===== src/i2c_status_pkg.sv =====
package i2c_status_pkg;

	// register byte offsets on the avalon slave
	localparam logic [7:0] OFF_IRQ_MASK    = 8'h04;
	localparam logic [7:0] OFF_STATUS      = 8'h08;
	localparam logic [7:0] OFF_HOLD        = 8'h18;
	localparam logic [7:0] OFF_MODE        = 8'h24;
	localparam logic [7:0] OFF_IRQ_STATUS  = 8'h40;

	// status flag positions
	localparam int BIT_SLAVE_DIR   = 14;
	localparam int BIT_NACK_SENT   = 13;
	localparam int BIT_BUS_BUSY    = 12;
	localparam int BIT_OVERRUN     = 11;

	// mode control positions
	localparam int BIT_MODULE_RESET_N = 0;
	localparam int BIT_START_REQUEST  = 1;
	localparam int BIT_LOOPBACK       = 2;

	// reset values
	localparam logic [2:0] MODE_RESET     = 3'h0;
	localparam logic [3:0] IRQ_MASK_RESET = 4'h0;
	localparam logic [7:0] HOLD_RESET     = 8'h00;

	// data word length and bit counter slot values
	localparam int          WORD_BITS    = 8;
	localparam logic [3:0]  LAST_DATA    = 4'h7;
	localparam logic [3:0]  ACK_SLOT     = 4'h8;

	// bus pin levels after sampling
	typedef struct packed {
		logic scl;                        // clock line level
		logic sda;                        // data line level
	} pin_levels_t;

	// interrupt event bits, high to low
	typedef struct packed {
		logic nackSent;                   // nack driven by us
		logic overrun;                    // receive overrun began
		logic stopSeen;                   // stop on the bus
		logic startSeen;                  // start on the bus
	} irq_bits_t;

endpackage : i2c_status_pkg


===== src/i2c_pin_sync.sv =====
module i2c_pin_sync (
	input  wire logic                        clock,    // module clock
	input  wire logic                        reset_n,  // async reset
	input  wire i2c_status_pkg::pin_levels_t pinsIn,   // raw pin levels
	output i2c_status_pkg::pin_levels_t      pinsOut   // filtered levels
);

	i2c_status_pkg::pin_levels_t stage1Reg;            // first sampler
	i2c_status_pkg::pin_levels_t stage2Reg;            // second sampler
	i2c_status_pkg::pin_levels_t stage3Reg;            // third sampler
	i2c_status_pkg::pin_levels_t levelReg;             // accepted level

	// three sampling stages; the first is read only by the second
	always_ff @(posedge clock or negedge reset_n)
	begin
		if (!reset_n)
		begin
			stage1Reg <= '1;
			stage2Reg <= '1;
			stage3Reg <= '1;
		end
		else
		begin
			stage1Reg <= pinsIn;
			stage2Reg <= stage1Reg;
			stage3Reg <= stage2Reg;
		end
	end

	// a line change counts once stages two and three agree
	always_ff @(posedge clock or negedge reset_n)
	begin
		if (!reset_n)
			levelReg <= '1;
		else
		begin
			if (stage2Reg.scl == stage3Reg.scl)
				levelReg.scl <= stage3Reg.scl;
			if (stage2Reg.sda == stage3Reg.sda)
				levelReg.sda <= stage3Reg.sda;
		end
	end

	assign pinsOut = levelReg;

endmodule : i2c_pin_sync


===== src/i2c_status_flag_logic.sv =====
// Notes on behaviour
// reserved status bits read zero, writes ignored
// loopback mode holds slave direction at zero
// slave direction set only as slave-transmitter
// start or stop clears slave direction
// writing one clears slave direction
// nack driven as receiver sets nack-sent
// nack-sent cleared by w1c or resets
// stop on bus clears bus busy
// bus busy cleared by w1c or resets
// start on bus sets bus busy
// clock low in module reset sets busy
// start request while busy makes restart
// full shift word, unread holding sets overrun
// no transfer to holding until read
// shifting continues during overrun, overwriting
// hardware set beats software clear
module i2c_status_flag_logic (
	input  wire logic        clock,           // 50 MHz module clock
	input  wire logic        reset_n,         // device reset, async
	input  wire logic [7:0]  address,         // avalon byte address
	input  wire logic        read,            // avalon read
	input  wire logic        write,           // avalon write
	input  wire logic [3:0]  byteenable,      // avalon byte lanes
	input  wire logic [31:0] writedata,       // avalon write data
	output logic [31:0]      readdata,        // avalon read data
	output logic             waitrequest,     // avalon wait
	input  wire logic        sclPin,          // scl line level
	input  wire logic        sdaPin,          // sda line level
	input  wire logic        slaveTxBegin,    // pulse: now slave-tx
	input  wire logic        nackDriven,      // pulse: we sent nack
	output logic             restartPulse,    // pulse: make restart
	output logic             irq              // level interrupt
);

	i2c_status_pkg::pin_levels_t pinLevels;   // filtered pin levels
	logic        sclPrevReg;                  // scl one cycle ago
	logic        sdaPrevReg;                  // sda one cycle ago
	logic        ackReg;                      // bus answer cycle
	logic [31:0] readdataReg;                 // captured read word
	logic [2:0]  modeReg;                     // mode control bits
	logic [3:0]  maskReg;                     // interrupt mask
	i2c_status_pkg::irq_bits_t irqReg;        // sticky events
	i2c_status_pkg::irq_bits_t irqEvents;     // this cycle's events
	logic        slaveDirReg;                 // slave direction flag
	logic        nackSentReg;                 // nack sent flag
	logic        busBusyReg;                  // bus busy flag
	logic        overrunReg;                  // receive overrun flag
	logic [7:0]  shiftReg;                    // receive shift register
	logic [3:0]  bitCntReg;                   // bit slot in the word
	logic [7:0]  holdReg;                     // receive holding reg
	logic        holdFullReg;                 // holding not yet read
	logic        restartReg;                  // restart pulse flop
	logic        startSeen;                   // start detected
	logic        stopSeen;                    // stop detected
	logic        sclRise;                     // scl rising edge
	logic        wordDone;                    // eighth bit shifted
	logic        readAcc;                     // read taken
	logic        writeAcc;                    // write taken
	logic [31:0] wrData;                      // lane-masked write data
	logic [31:0] statusWord;                  // status read value
	logic        w1cSlaveDir;                 // clear request bit 14
	logic        w1cNackSent;                 // clear request bit 13
	logic        w1cBusBusy;                  // clear request bit 12
	logic        modeWrite;                   // mode register written
	logic        moduleResetWrite;            // zero to module reset
	logic        holdRead;                    // holding register read
	logic        loopback;                    // loopback mode on
	logic        moduleRunning;               // module out of reset

	// byte lanes expanded to a bit mask
	function automatic logic [31:0] laneMask(input logic [3:0] be);
		laneMask = {{8{be[3]}}, {8{be[2]}}, {8{be[1]}}, {8{be[0]}}};
	endfunction : laneMask

	// word-aligned address decode
	function automatic logic regHit(input logic [7:0] addr,
		input logic [7:0] off);
		regHit = (addr[7:2] == off[7:2]);
	endfunction : regHit

	// bus pins pass the three-stage sampler
	i2c_pin_sync pinSync (
		.clock   (clock),
		.reset_n (reset_n),
		.pinsIn  (i2c_status_pkg::pin_levels_t'{scl: sclPin, sda: sdaPin}),
		.pinsOut (pinLevels)
	);

	// previous levels for edge and condition detection
	always_ff @(posedge clock or negedge reset_n)
	begin
		if (!reset_n)
		begin
			sclPrevReg <= 1'b1;
			sdaPrevReg <= 1'b1;
		end
		else
		begin
			sclPrevReg <= pinLevels.scl;
			sdaPrevReg <= pinLevels.sda;
		end
	end

	// start: sda falls with scl high; stop: sda rises with scl high
	assign startSeen = pinLevels.scl & sclPrevReg & sdaPrevReg
		& ~pinLevels.sda;
	assign stopSeen  = pinLevels.scl & sclPrevReg & ~sdaPrevReg
		& pinLevels.sda;
	assign sclRise   = pinLevels.scl & ~sclPrevReg;

	// avalon handshake: one wait cycle, answer on the next edge
	assign waitrequest = (read | write) & ~ackReg;
	assign readAcc     = read & ackReg;
	assign writeAcc    = write & ackReg;
	assign wrData      = writedata & laneMask(byteenable);
	assign readdata    = readdataReg;

	// decoded side effects of accepted accesses
	assign modeWrite   = writeAcc & regHit(address, i2c_status_pkg::OFF_MODE);
	assign moduleResetWrite = modeWrite & byteenable[0]
		& ~writedata[i2c_status_pkg::BIT_MODULE_RESET_N];
	assign w1cSlaveDir = writeAcc
		& regHit(address, i2c_status_pkg::OFF_STATUS)
		& wrData[i2c_status_pkg::BIT_SLAVE_DIR];
	assign w1cNackSent = writeAcc
		& regHit(address, i2c_status_pkg::OFF_STATUS)
		& wrData[i2c_status_pkg::BIT_NACK_SENT];
	assign w1cBusBusy  = writeAcc
		& regHit(address, i2c_status_pkg::OFF_STATUS)
		& wrData[i2c_status_pkg::BIT_BUS_BUSY];
	assign holdRead    = readAcc & regHit(address, i2c_status_pkg::OFF_HOLD);
	assign loopback    = modeReg[i2c_status_pkg::BIT_LOOPBACK];
	assign moduleRunning = modeReg[i2c_status_pkg::BIT_MODULE_RESET_N];

	// status word: upper reserved bits and others read zero
	always_comb
	begin
		statusWord = 32'h0000_0000;
		statusWord[i2c_status_pkg::BIT_SLAVE_DIR] = slaveDirReg;
		statusWord[i2c_status_pkg::BIT_NACK_SENT] = nackSentReg;
		statusWord[i2c_status_pkg::BIT_BUS_BUSY]  = busBusyReg;
		statusWord[i2c_status_pkg::BIT_OVERRUN]   = overrunReg;
	end

	// answer flop: high for the one cycle the access is taken
	always_ff @(posedge clock or negedge reset_n)
	begin
		if (!reset_n)
			ackReg <= 1'b0;
		else
			ackReg <= (read | write) & ~ackReg;
	end

	// read data captured in the wait cycle, unmapped reads zero
	always_ff @(posedge clock or negedge reset_n)
	begin
		if (!reset_n)
			readdataReg <= 32'h0000_0000;
		else if (read & ~ackReg)
		begin
			if (regHit(address, i2c_status_pkg::OFF_STATUS))
				readdataReg <= statusWord;
			else if (regHit(address, i2c_status_pkg::OFF_HOLD))
				readdataReg <= {24'h00_0000, holdReg};
			else if (regHit(address, i2c_status_pkg::OFF_MODE))
				readdataReg <= {29'h0000_0000, modeReg};
			else if (regHit(address, i2c_status_pkg::OFF_IRQ_MASK))
				readdataReg <= {28'h000_0000, maskReg};
			else if (regHit(address, i2c_status_pkg::OFF_IRQ_STATUS))
				readdataReg <= {28'h000_0000, irqReg};
			else
				readdataReg <= 32'h0000_0000;
		end
	end

	// mode control; start request drops once a start is seen
	always_ff @(posedge clock or negedge reset_n)
	begin
		if (!reset_n)
			modeReg <= i2c_status_pkg::MODE_RESET;
		else if (modeWrite & byteenable[0])
			modeReg <= writedata[2:0];
		else if (startSeen)
			modeReg[i2c_status_pkg::BIT_START_REQUEST] <= 1'b0;
	end

	// restart request when start is asked while the bus is busy
	always_ff @(posedge clock or negedge reset_n)
	begin
		if (!reset_n)
			restartReg <= 1'b0;
		else
			restartReg <= modeWrite & byteenable[0] & busBusyReg
				& writedata[i2c_status_pkg::BIT_START_REQUEST];
	end
	assign restartPulse = restartReg;

	// slave direction flag
	always_ff @(posedge clock or negedge reset_n)
	begin
		if (!reset_n)
			slaveDirReg <= 1'b0;
		else if (loopback)
			slaveDirReg <= 1'b0;
		else if (startSeen | stopSeen)
			slaveDirReg <= 1'b0;
		else if (slaveTxBegin)
			slaveDirReg <= 1'b1;
		else if (w1cSlaveDir)
			slaveDirReg <= 1'b0;
	end

	// nack sent flag
	always_ff @(posedge clock or negedge reset_n)
	begin
		if (!reset_n)
			nackSentReg <= 1'b0;
		else if (nackDriven)
			nackSentReg <= 1'b1;
		else if (w1cNackSent | moduleResetWrite)
			nackSentReg <= 1'b0;
	end

	// bus busy flag
	always_ff @(posedge clock or negedge reset_n)
	begin
		if (!reset_n)
			busBusyReg <= 1'b0;
		else if (startSeen)
			busBusyReg <= 1'b1;
		else if (~moduleRunning & ~pinLevels.scl)
			busBusyReg <= 1'b1;
		else if (stopSeen)
			busBusyReg <= 1'b0;
		else if (w1cBusBusy | moduleResetWrite)
			busBusyReg <= 1'b0;
	end

	// receive shifter: sda taken on each data-bit scl rise while busy; the ack-slot rise only resets the count
	assign wordDone = sclRise & busBusyReg & (bitCntReg == 
		i2c_status_pkg::LAST_DATA);

	always_ff @(posedge clock or negedge reset_n)
	begin
		if (!reset_n)
		begin
			shiftReg  <= 8'h00;
			bitCntReg <= 4'h0;
		end
		else if (startSeen)
			bitCntReg <= 4'h0;
		else if (sclRise & busBusyReg)
		begin
			if (bitCntReg == i2c_status_pkg::ACK_SLOT)
				bitCntReg <= 4'h0;
			else
			begin
				shiftReg  <= {shiftReg[6:0], pinLevels.sda};
				bitCntReg <= 4'(bitCntReg + 4'h1);
			end
		end
	end

	// holding register and overrun flag
	always_ff @(posedge clock or negedge reset_n)
	begin
		if (!reset_n)
		begin
			holdReg     <= i2c_status_pkg::HOLD_RESET;
			holdFullReg <= 1'b0;
			overrunReg  <= 1'b0;
		end
		else if (wordDone & holdFullReg & ~holdRead)
			overrunReg <= 1'b1;
		else if (wordDone)
		begin
			holdReg     <= {shiftReg[6:0], pinLevels.sda};
			holdFullReg <= 1'b1;
			overrunReg  <= 1'b0;
		end
		else if (holdRead & overrunReg)
		begin
			holdReg    <= shiftReg;
			overrunReg <= 1'b0;
		end
		else if (holdRead)
			holdFullReg <= 1'b0;
	end

	// interrupt events and sticky status, read clears, set wins
	assign irqEvents = '{nackSent:  nackDriven,
		overrun:   wordDone & holdFullReg & ~holdRead & ~overrunReg,
		stopSeen:  stopSeen,
		startSeen: startSeen};

	always_ff @(posedge clock or negedge reset_n)
	begin
		if (!reset_n)
			irqReg <= '0;
		else if (readAcc & regHit(address, i2c_status_pkg::OFF_IRQ_STATUS))
			irqReg <= irqEvents;
		else
			irqReg <= irqReg | irqEvents;
	end

	// interrupt mask register
	always_ff @(posedge clock or negedge reset_n)
	begin
		if (!reset_n)
			maskReg <= i2c_status_pkg::IRQ_MASK_RESET;
		else if (writeAcc & byteenable[0]
			& regHit(address, i2c_status_pkg::OFF_IRQ_MASK))
			maskReg <= writedata[3:0];
	end

	assign irq = |(irqReg & maskReg);
endmodule : i2c_status_flag_logic


===== config.mk =====
export PLATFORM = sky130hd
export DESIGN_NAME = i2c_status_flag_logic
export DESIGN_NICKNAME = d
export VERILOG_FILES = /design/src/i2c_status_pkg.sv /design/src/i2c_pin_sync.sv /design/src/i2c_status_flag_logic.sv
export SDC_FILE = /design/constraint.sdc
export NUM_CORES = 1
export LEC_CHECK = 0
export ABC_AREA = 0
export BUFFER_PORTS_ARGS = -buffer_cell sky130_fd_sc_hd__buf_2
export CORE_ASPECT_RATIO = 1.5
export CORE_MARGIN = 4
export CORE_UTILIZATION = 40
export DETAILED_ROUTE_END_ITERATION = 7
export GPL_ROUTABILITY_DRIVEN = 0
export GPL_TIMING_DRIVEN = 0
export PLACE_DENSITY = 0.66
export SLEW_MARGIN = 20
export SYNTH_ARGS = -nofsm -noshare
export SYNTH_HDL_FRONTEND = slang
export SYNTH_HIERARCHICAL = 1
export SYNTH_SLANG_ARGS = --single-unit

===== constraint.sdc =====
create_clock -name clock -period 2.4 [get_ports clock]
set_clock_uncertainty 0.05 [all_clocks]
set_input_delay 0.48 -clock clock [delete_from_list [all_inputs] [get_ports clock]]
set_output_delay 0.48 -clock clock [all_outputs]
set_load 0.02 [all_outputs]

==> impl_metrics.ini, run 1 <==
[drt]
top_layer_used = met4
wl_per_cell_um = 14.67
drt_iter0_markers = 98
wl_met2_mm = 3.053
drc_errors = 0
antenna_left = 0
drt-total-wl_mm = 5.752
detail_route.vias_per_cell = 5.079
drtPass1Iterations = 4
wl_met3_um = 300
vias = 1991
met1_length_mm = 2.252

[logic_synthesis]
syn-cell-area_sq_um = 2825
synth.avg_cell_area_sq_um = 11.67
synth-edff-count = 0
synth_seq_cells = 60
synth_common_cells = dfrtp_1 (50), mux2_2 (23), nand2_1 (22)
netlist.area_leader.share = 0.4429
yosys_most_used_dff = dfrtp_1
synth_cell_types = 51
yosys.area.top_type = dfrtp_1
yosys_warnings = 6
yosysSeqAreaShare = 0.5359
synth.most_common_cell = dfrtp_1
synthCells = 242
synthTopCellsByArea = dfrtp_1 (44%), dfstp_2 (9.3%), mux2_2 (9.2%)
synthArstFlopShare = 1.000

[timing]
fin_setup_tns_ps = 0
slew_violations = 0
slew-limit-headroom = 0.5101
finalHoldViolCount = 0
rsz0062_at_grt = false
tightestPinTransition_ps = 734.9
period_share = 0.9300
max_freq_ghz = 0.4480
period_minus_slack_ps = 2232
setup_violations = 0

[grt]
grt_usage = 0.1456
grt_pass1_vias = 1948
antenna_found_initial = 0
grt-ovfl-total = 0
grt_max_degree = 61
grt_pass1_wl_mm = 9.618

[floorplan]
core_area_sq_um = 6852
fp.dieW_um = 76.62
start_util = 0.4123
fp.dieH_um = 110.9
io_pins = 87
die_area_sq_um = 8499
fp-row-count = 37

[clock_tree]
clk_pin_slew_ps = 70
cts_tree = built
cts.hold.buffers_added = 0
cts-buffers-inserted = 9
post_cts_buffers = 0
clkSinkCount = 60
clk_path_buf_depth = 2
htreeDepth = 3
cts-root-buf = clkbuf_8
clock_latency_ps = 340
cts_resized = 0

[setup_path]
cp.arrival_ps = 2410
crit_fanout = 8
cp-end-kind = flip-flop
cp_data_required_time_ps = 2570
start_kind = flip-flop
crit_type = flip-flop to flip-flop

[cells_and_area]
register_area_sq_um = 1514
final_core_util = 0.4960
multiInputGateArea_sq_um = 1171
num_antenna_cells = 0
fin_nets = 363
layout-drive-gt1-share = 0.3726
stdcell_count = 392
nFillCells = 633
fin_area_sq_um = 3398
area_delta_synth_final_pct = 20.28

[placed_design]
io_buffers = 37
placed_cell_area_sq_um = 3182
dp.cells = 376
dp_hpwl_mm = 4.331

[power_and_ir_drop]
switchingPower_uw = 762.3
clockPowerShare = 0.343
seq_power_share = 0.481
intPower_mw = 1.961
peakVddDrop_mv = 0.2567
leakage_nw = 1.639
p_sw_frac = 0.2799
combPwrFrac = 0.175
powerDensity_nw_per_um2 = 801.3

[run_status]
outcome = complete, no violations

[hold_path]
hold_path_class = primary input to asynchronous set/reset pin

[flow_run]
max_cap_viol_count = 0
==> state kept, by name (all words and copies together) (netlist names), 2 cells and up <==
register           flops
maskReg                4
modeReg                3
pinSync/stage2Reg      2
holdReg                8
pinSync/stage1Reg      2
pinSync/pinsOut        2
readdata              12
bitCntReg              4
pinSync/stage3Reg      2
shiftReg               8
irqReg                 4
==> area by class of cell <==
type                            instances  area share
Sequential cell                        60      0.4455
Multi-Input combinational cell        165      0.3446
Clock buffer                           14     0.06001
Timing Repair Buffer                   37     0.05523
Buffer                                 26     0.05118
Tap cell                               78     0.02872
Inverter                               10     0.01105
Clock inverter                          2    0.003682
==> per-layer routing <==
| layer | up-vias | GRT usage |
|---|---|---|
| met5 | - | 0 |
| met4 | 0 | 0.07618 |
| met3 | 12 | 0.04634 |
| met2 | 54 | 0.2501 |
| met1 | 960 | 0.1586 |
| li1 | 965 | - |
==> through the flow <==
stage	power (mW)	setup WS [ps]	hold WS (ps)
after CTS	2.757	155.5	172.1
after floorplan	1.657	369.8	134.4
after global routing	2.898	38.52	168.3
after detailed placement	1.810	149.9	301.0
final	2.723	167.9	153.3
after global placement	1.797	172.8	295.4
==> worst max-delay path: stages (launching register included) <==
cell and delay [ps]:
dfstp_2 580, and3b_1 170, buf_2 180, and4_1 200, clkbuf_1 290, mux2_2 390, mux2_2 260
==> layout by cell type (no fill, tap or decap), drive strengths merged, types with 3 or more instances in the layout <==
cell,synthesis,routed
buf,21,58
a22oi,3,3
a22o,4,4
dfstp,10,10
mux2,23,23
conb,1,20
nand4,3,3
nand3,10,10
nand2b,3,3
dfrtp,50,50
o221ai,4,4
clkbuf,5,19
inv,10,10
nor2b,3,3
nor3,4,4
mux2i,8,8
nor2,11,11
o211ai,3,3
nand2,23,23
a221oi,3,3
o21ai,6,6
==> worst paths after layout <==
kind,startpoint,endpoint,slack (ps),cells past startpoint
hold reg to reg,pinSync/stage1Reg[0],pinSync/stage2Reg[0],310,0
setup / recovery,pinSync/pinsOut[1],holdReg[4],170,6
max in group asynchronous,reset_n,holdReg[0],1660,1
min in group clock,sclPin,pinSync/stage1Reg[1],190,1
hold / removal,reset_n,restartPulse,150,1
setup reg to reg,pinSync/pinsOut[1],holdReg[4],170,6
==> cells by family after synthesis <==
logic type / share of synthesized area
and+or+nand+nor: 0.1386
buffers and inverters: 0.07484
DFF: 0.5359
muxes: 0.1200
xor gates and xnor gates: 0.006201
AOI/OAI and AO/OA: 0.1063
adders and majority gates: 0.01683
other: 0.001327
==> power groups by stage <==
stage | Combinational [mW] | Sequential, mW | Clock (mW)
4_1_cts | 0.484 | 1.31 | 0.962
2_1_floorplan | 0.363 | 1.29 | 0
3_3_place_gp | 0.469 | 1.33 | 0
6_report | 0.478 | 1.31 | 0.935
3_5_place_dp | 0.481 | 1.33 | 0
5_1_grt | 0.547 | 1.34 | 1.01
(Power assumes the default switching activity.)
==> run 2, diff against run 1 <==
--- a/config.mk
+++ b/config.mk
@@ -10,6 +10,7 @@
 export CORE_ASPECT_RATIO = 1.5
 export CORE_MARGIN = 4
 export CORE_UTILIZATION = 40
+export CTS_BUF_LIST = sky130_fd_sc_hd__clkbuf_8
 export DETAILED_ROUTE_END_ITERATION = 7
 export GPL_ROUTABILITY_DRIVEN = 0
 export GPL_TIMING_DRIVEN = 0
==> run 2 against run 1 <==
  * Cell area rose by 0.15%
  * Sequential power barely moved
  * Largest cell class unchanged
  * Largest power group unchanged
  * Setup slack improved by 1.8 ps
  * Combinational power barely moved
  * Flip-flop and latch count did not move
  * Global-route usage did not move
  * Sequential share of layout area fell by 0.065 points
  * Critical path depth did not move
  * Utilization rose by 0.073 points
  * First-iteration DRC count fell by 1.0%
==> impl_metrics.ini, run 2 (synthesis results as in run 1) <==
[run_status]
outcome = complete, no violations

[power_and_ir_drop]
switchingPower_uw = 762.3
combPwrFrac = 0.173
p_sw_frac = 0.2757
seq_power_share = 0.474
powerDensity_nw_per_um2 = 812.4
intPower_mw = 2.003
peakVddDrop_mv = 0.2568
clockPowerShare = 0.354
leakage_nw = 1.641

[cells_and_area]
stdcell_count = 392
layout_common_cells = dfrtp_1 (50), buf_2 (37), mux2_2 (23)
largest_reg_flops = 12
final_core_util = 0.4967
final_common_cell = dfrtp_1
area_delta_synth_final_pct = 20.46
fin_nets = 363
layout-drive-gt1-share = 0.3726
num_antenna_cells = 0

[flow_run]
max_cap_viol_count = 0

[clock_tree]
clock_latency_ps = 340
clkSinkCount = 60
cts_tree = built
cts_resized = 0
cts-buffers-inserted = 9
clk_pin_slew_ps = 70
cts.hold.buffers_added = 0
clk_path_buf_depth = 2
post_cts_buffers = 0
htreeDepth = 3
cts-root-buf = clkbuf_8

[setup_path]
reg2reg_setup_slack_ps = 170
slowest_stage = dfstp_2
crit_start = pinSync/pinsOut[1]
slowest_delay_ps = 580
crit_fanout = 8
r2r_cells = 6
start_kind = flip-flop
r2r-start = pinSync/pinsOut[1]
crit_top_cell = mux2_2
path_cells = and3b_1 > buf_2 > and4_1 > clkbuf_1 > mux2_2 > mux2_2
cp_data_required_time_ps = 2580
cp.arrival_ps = 2410
cp-end-kind = flip-flop
r2r-end = holdReg[4]
crit_type = flip-flop to flip-flop

[timing]
max_freq_ghz = 0.4484
period_minus_slack_ps = 2230
setup_violations = 0
slew_violations = 0
slew-limit-headroom = 0.5108
tightestPinTransition_ps = 733.9
worst_slack_ps = 169.7
fin_setup_tns_ps = 0
period_share = 0.9293
finalHoldViolCount = 0
rsz0062_at_grt = false

[floorplan]
fp.dieH_um = 110.9
start_util = 0.4123
io_pins = 87
die_area_sq_um = 8499
fp.dieW_um = 76.62
fp-row-count = 37
core_area_sq_um = 6852

[grt]
grt_usage = 0.1456
grt_max_degree = 61
grt-ovfl-total = 0
grt_pass1_wl_mm = 9.618
grt_pass1_vias = 1948
antenna_found_initial = 0

[drt]
drc_errors = 0
drtPass1Iterations = 4
drt_iter0_markers = 97
drt-total-wl_mm = 5.741
detail_route.vias_per_cell = 5.051
vias = 1980
wl_per_cell_um = 14.65
antenna_left = 0

[placed_design]
dp.cells = 376
pre_cts_ws_ps = 149.9
io_buffers = 37
dp_hpwl_mm = 4.331

[hold_path]
hold_path_class = primary input to asynchronous set/reset pin
run 2: cell types whose count changed in the layout (fill, tap and decap cells not counted):
cell       previous run  this run
bufinv_16             0         1
clkbuf_16             1         0
run 2: worst max-delay path: cells and delay by family, from the launching register on:
| kind | cells | cell delay [ps] |
|---|---|---|
| multiplexers | 2 | 650 |
| flip-flops | 1 | 580 |
| buffers and inverters | 2 | 470 |
| AND/OR/NAND/NOR | 2 | 370 |
run 2: worst max-delay path by stage:
| stage | slack (ps) | to | cells past startpoint |
|---|---|---|---|
| floorplan | 370 | holdReg[4] | 6 |
| global placement | 170 | holdReg[4] | 5 |
| detailed placement | 150 | holdReg[5] | 5 |
| CTS | 150 | holdReg[5] | 6 |
| global route | 40 | holdReg[4] | 6 |
| finish | 170 | holdReg[4] | 6 |
run 2: power by group through the flow:
stage                     Clock [mW]  Sequential, mW  Combinational, mW
after global placement             0            1.33              0.469
after global routing            1.06            1.34              0.547
after floorplan                    0            1.29              0.363
after detailed placement           0            1.33              0.481
final                          0.978            1.31              0.478
after CTS                       1.00            1.31              0.484
run 2: layout make-up:
class / instances / area [sq um]
fillers: 633 / 3448
flip-flops and latches: 60 / 1514
multi-input cells: 165 / 1171
repair buffers: 37 / 187.7
clock buffers: 13 / 178.9
plain buffers: 26 / 173.9
well taps: 78 / 97.59
clock inverters: 3 / 42.54
inverters: 10 / 37.54
run 2: layer usage:
metal | part of all wire | global-route usage | vias to the layer above
met5 | 0 | 0 | -
met4 | 0.025 | 0.07618 | 0
met3 | 0.052 | 0.04634 | 12
met2 | 0.53 | 0.2501 | 52
met1 | 0.39 | 0.1586 | 949
li1 | - | - | 967
run 2: stage by stage:
step / area, sq um / total power, mW / hold WS (ps)
floorplan: 2897 / 1.657 / 134.4
global placement: 3179 / 1.797 / 295.4
detailed placement: 3182 / 1.810 / 301.0
CTS: 3403 / 2.798 / 172.1
global route: 3403 / 2.939 / 168.3
finish: 3403 / 2.765 / 152.5
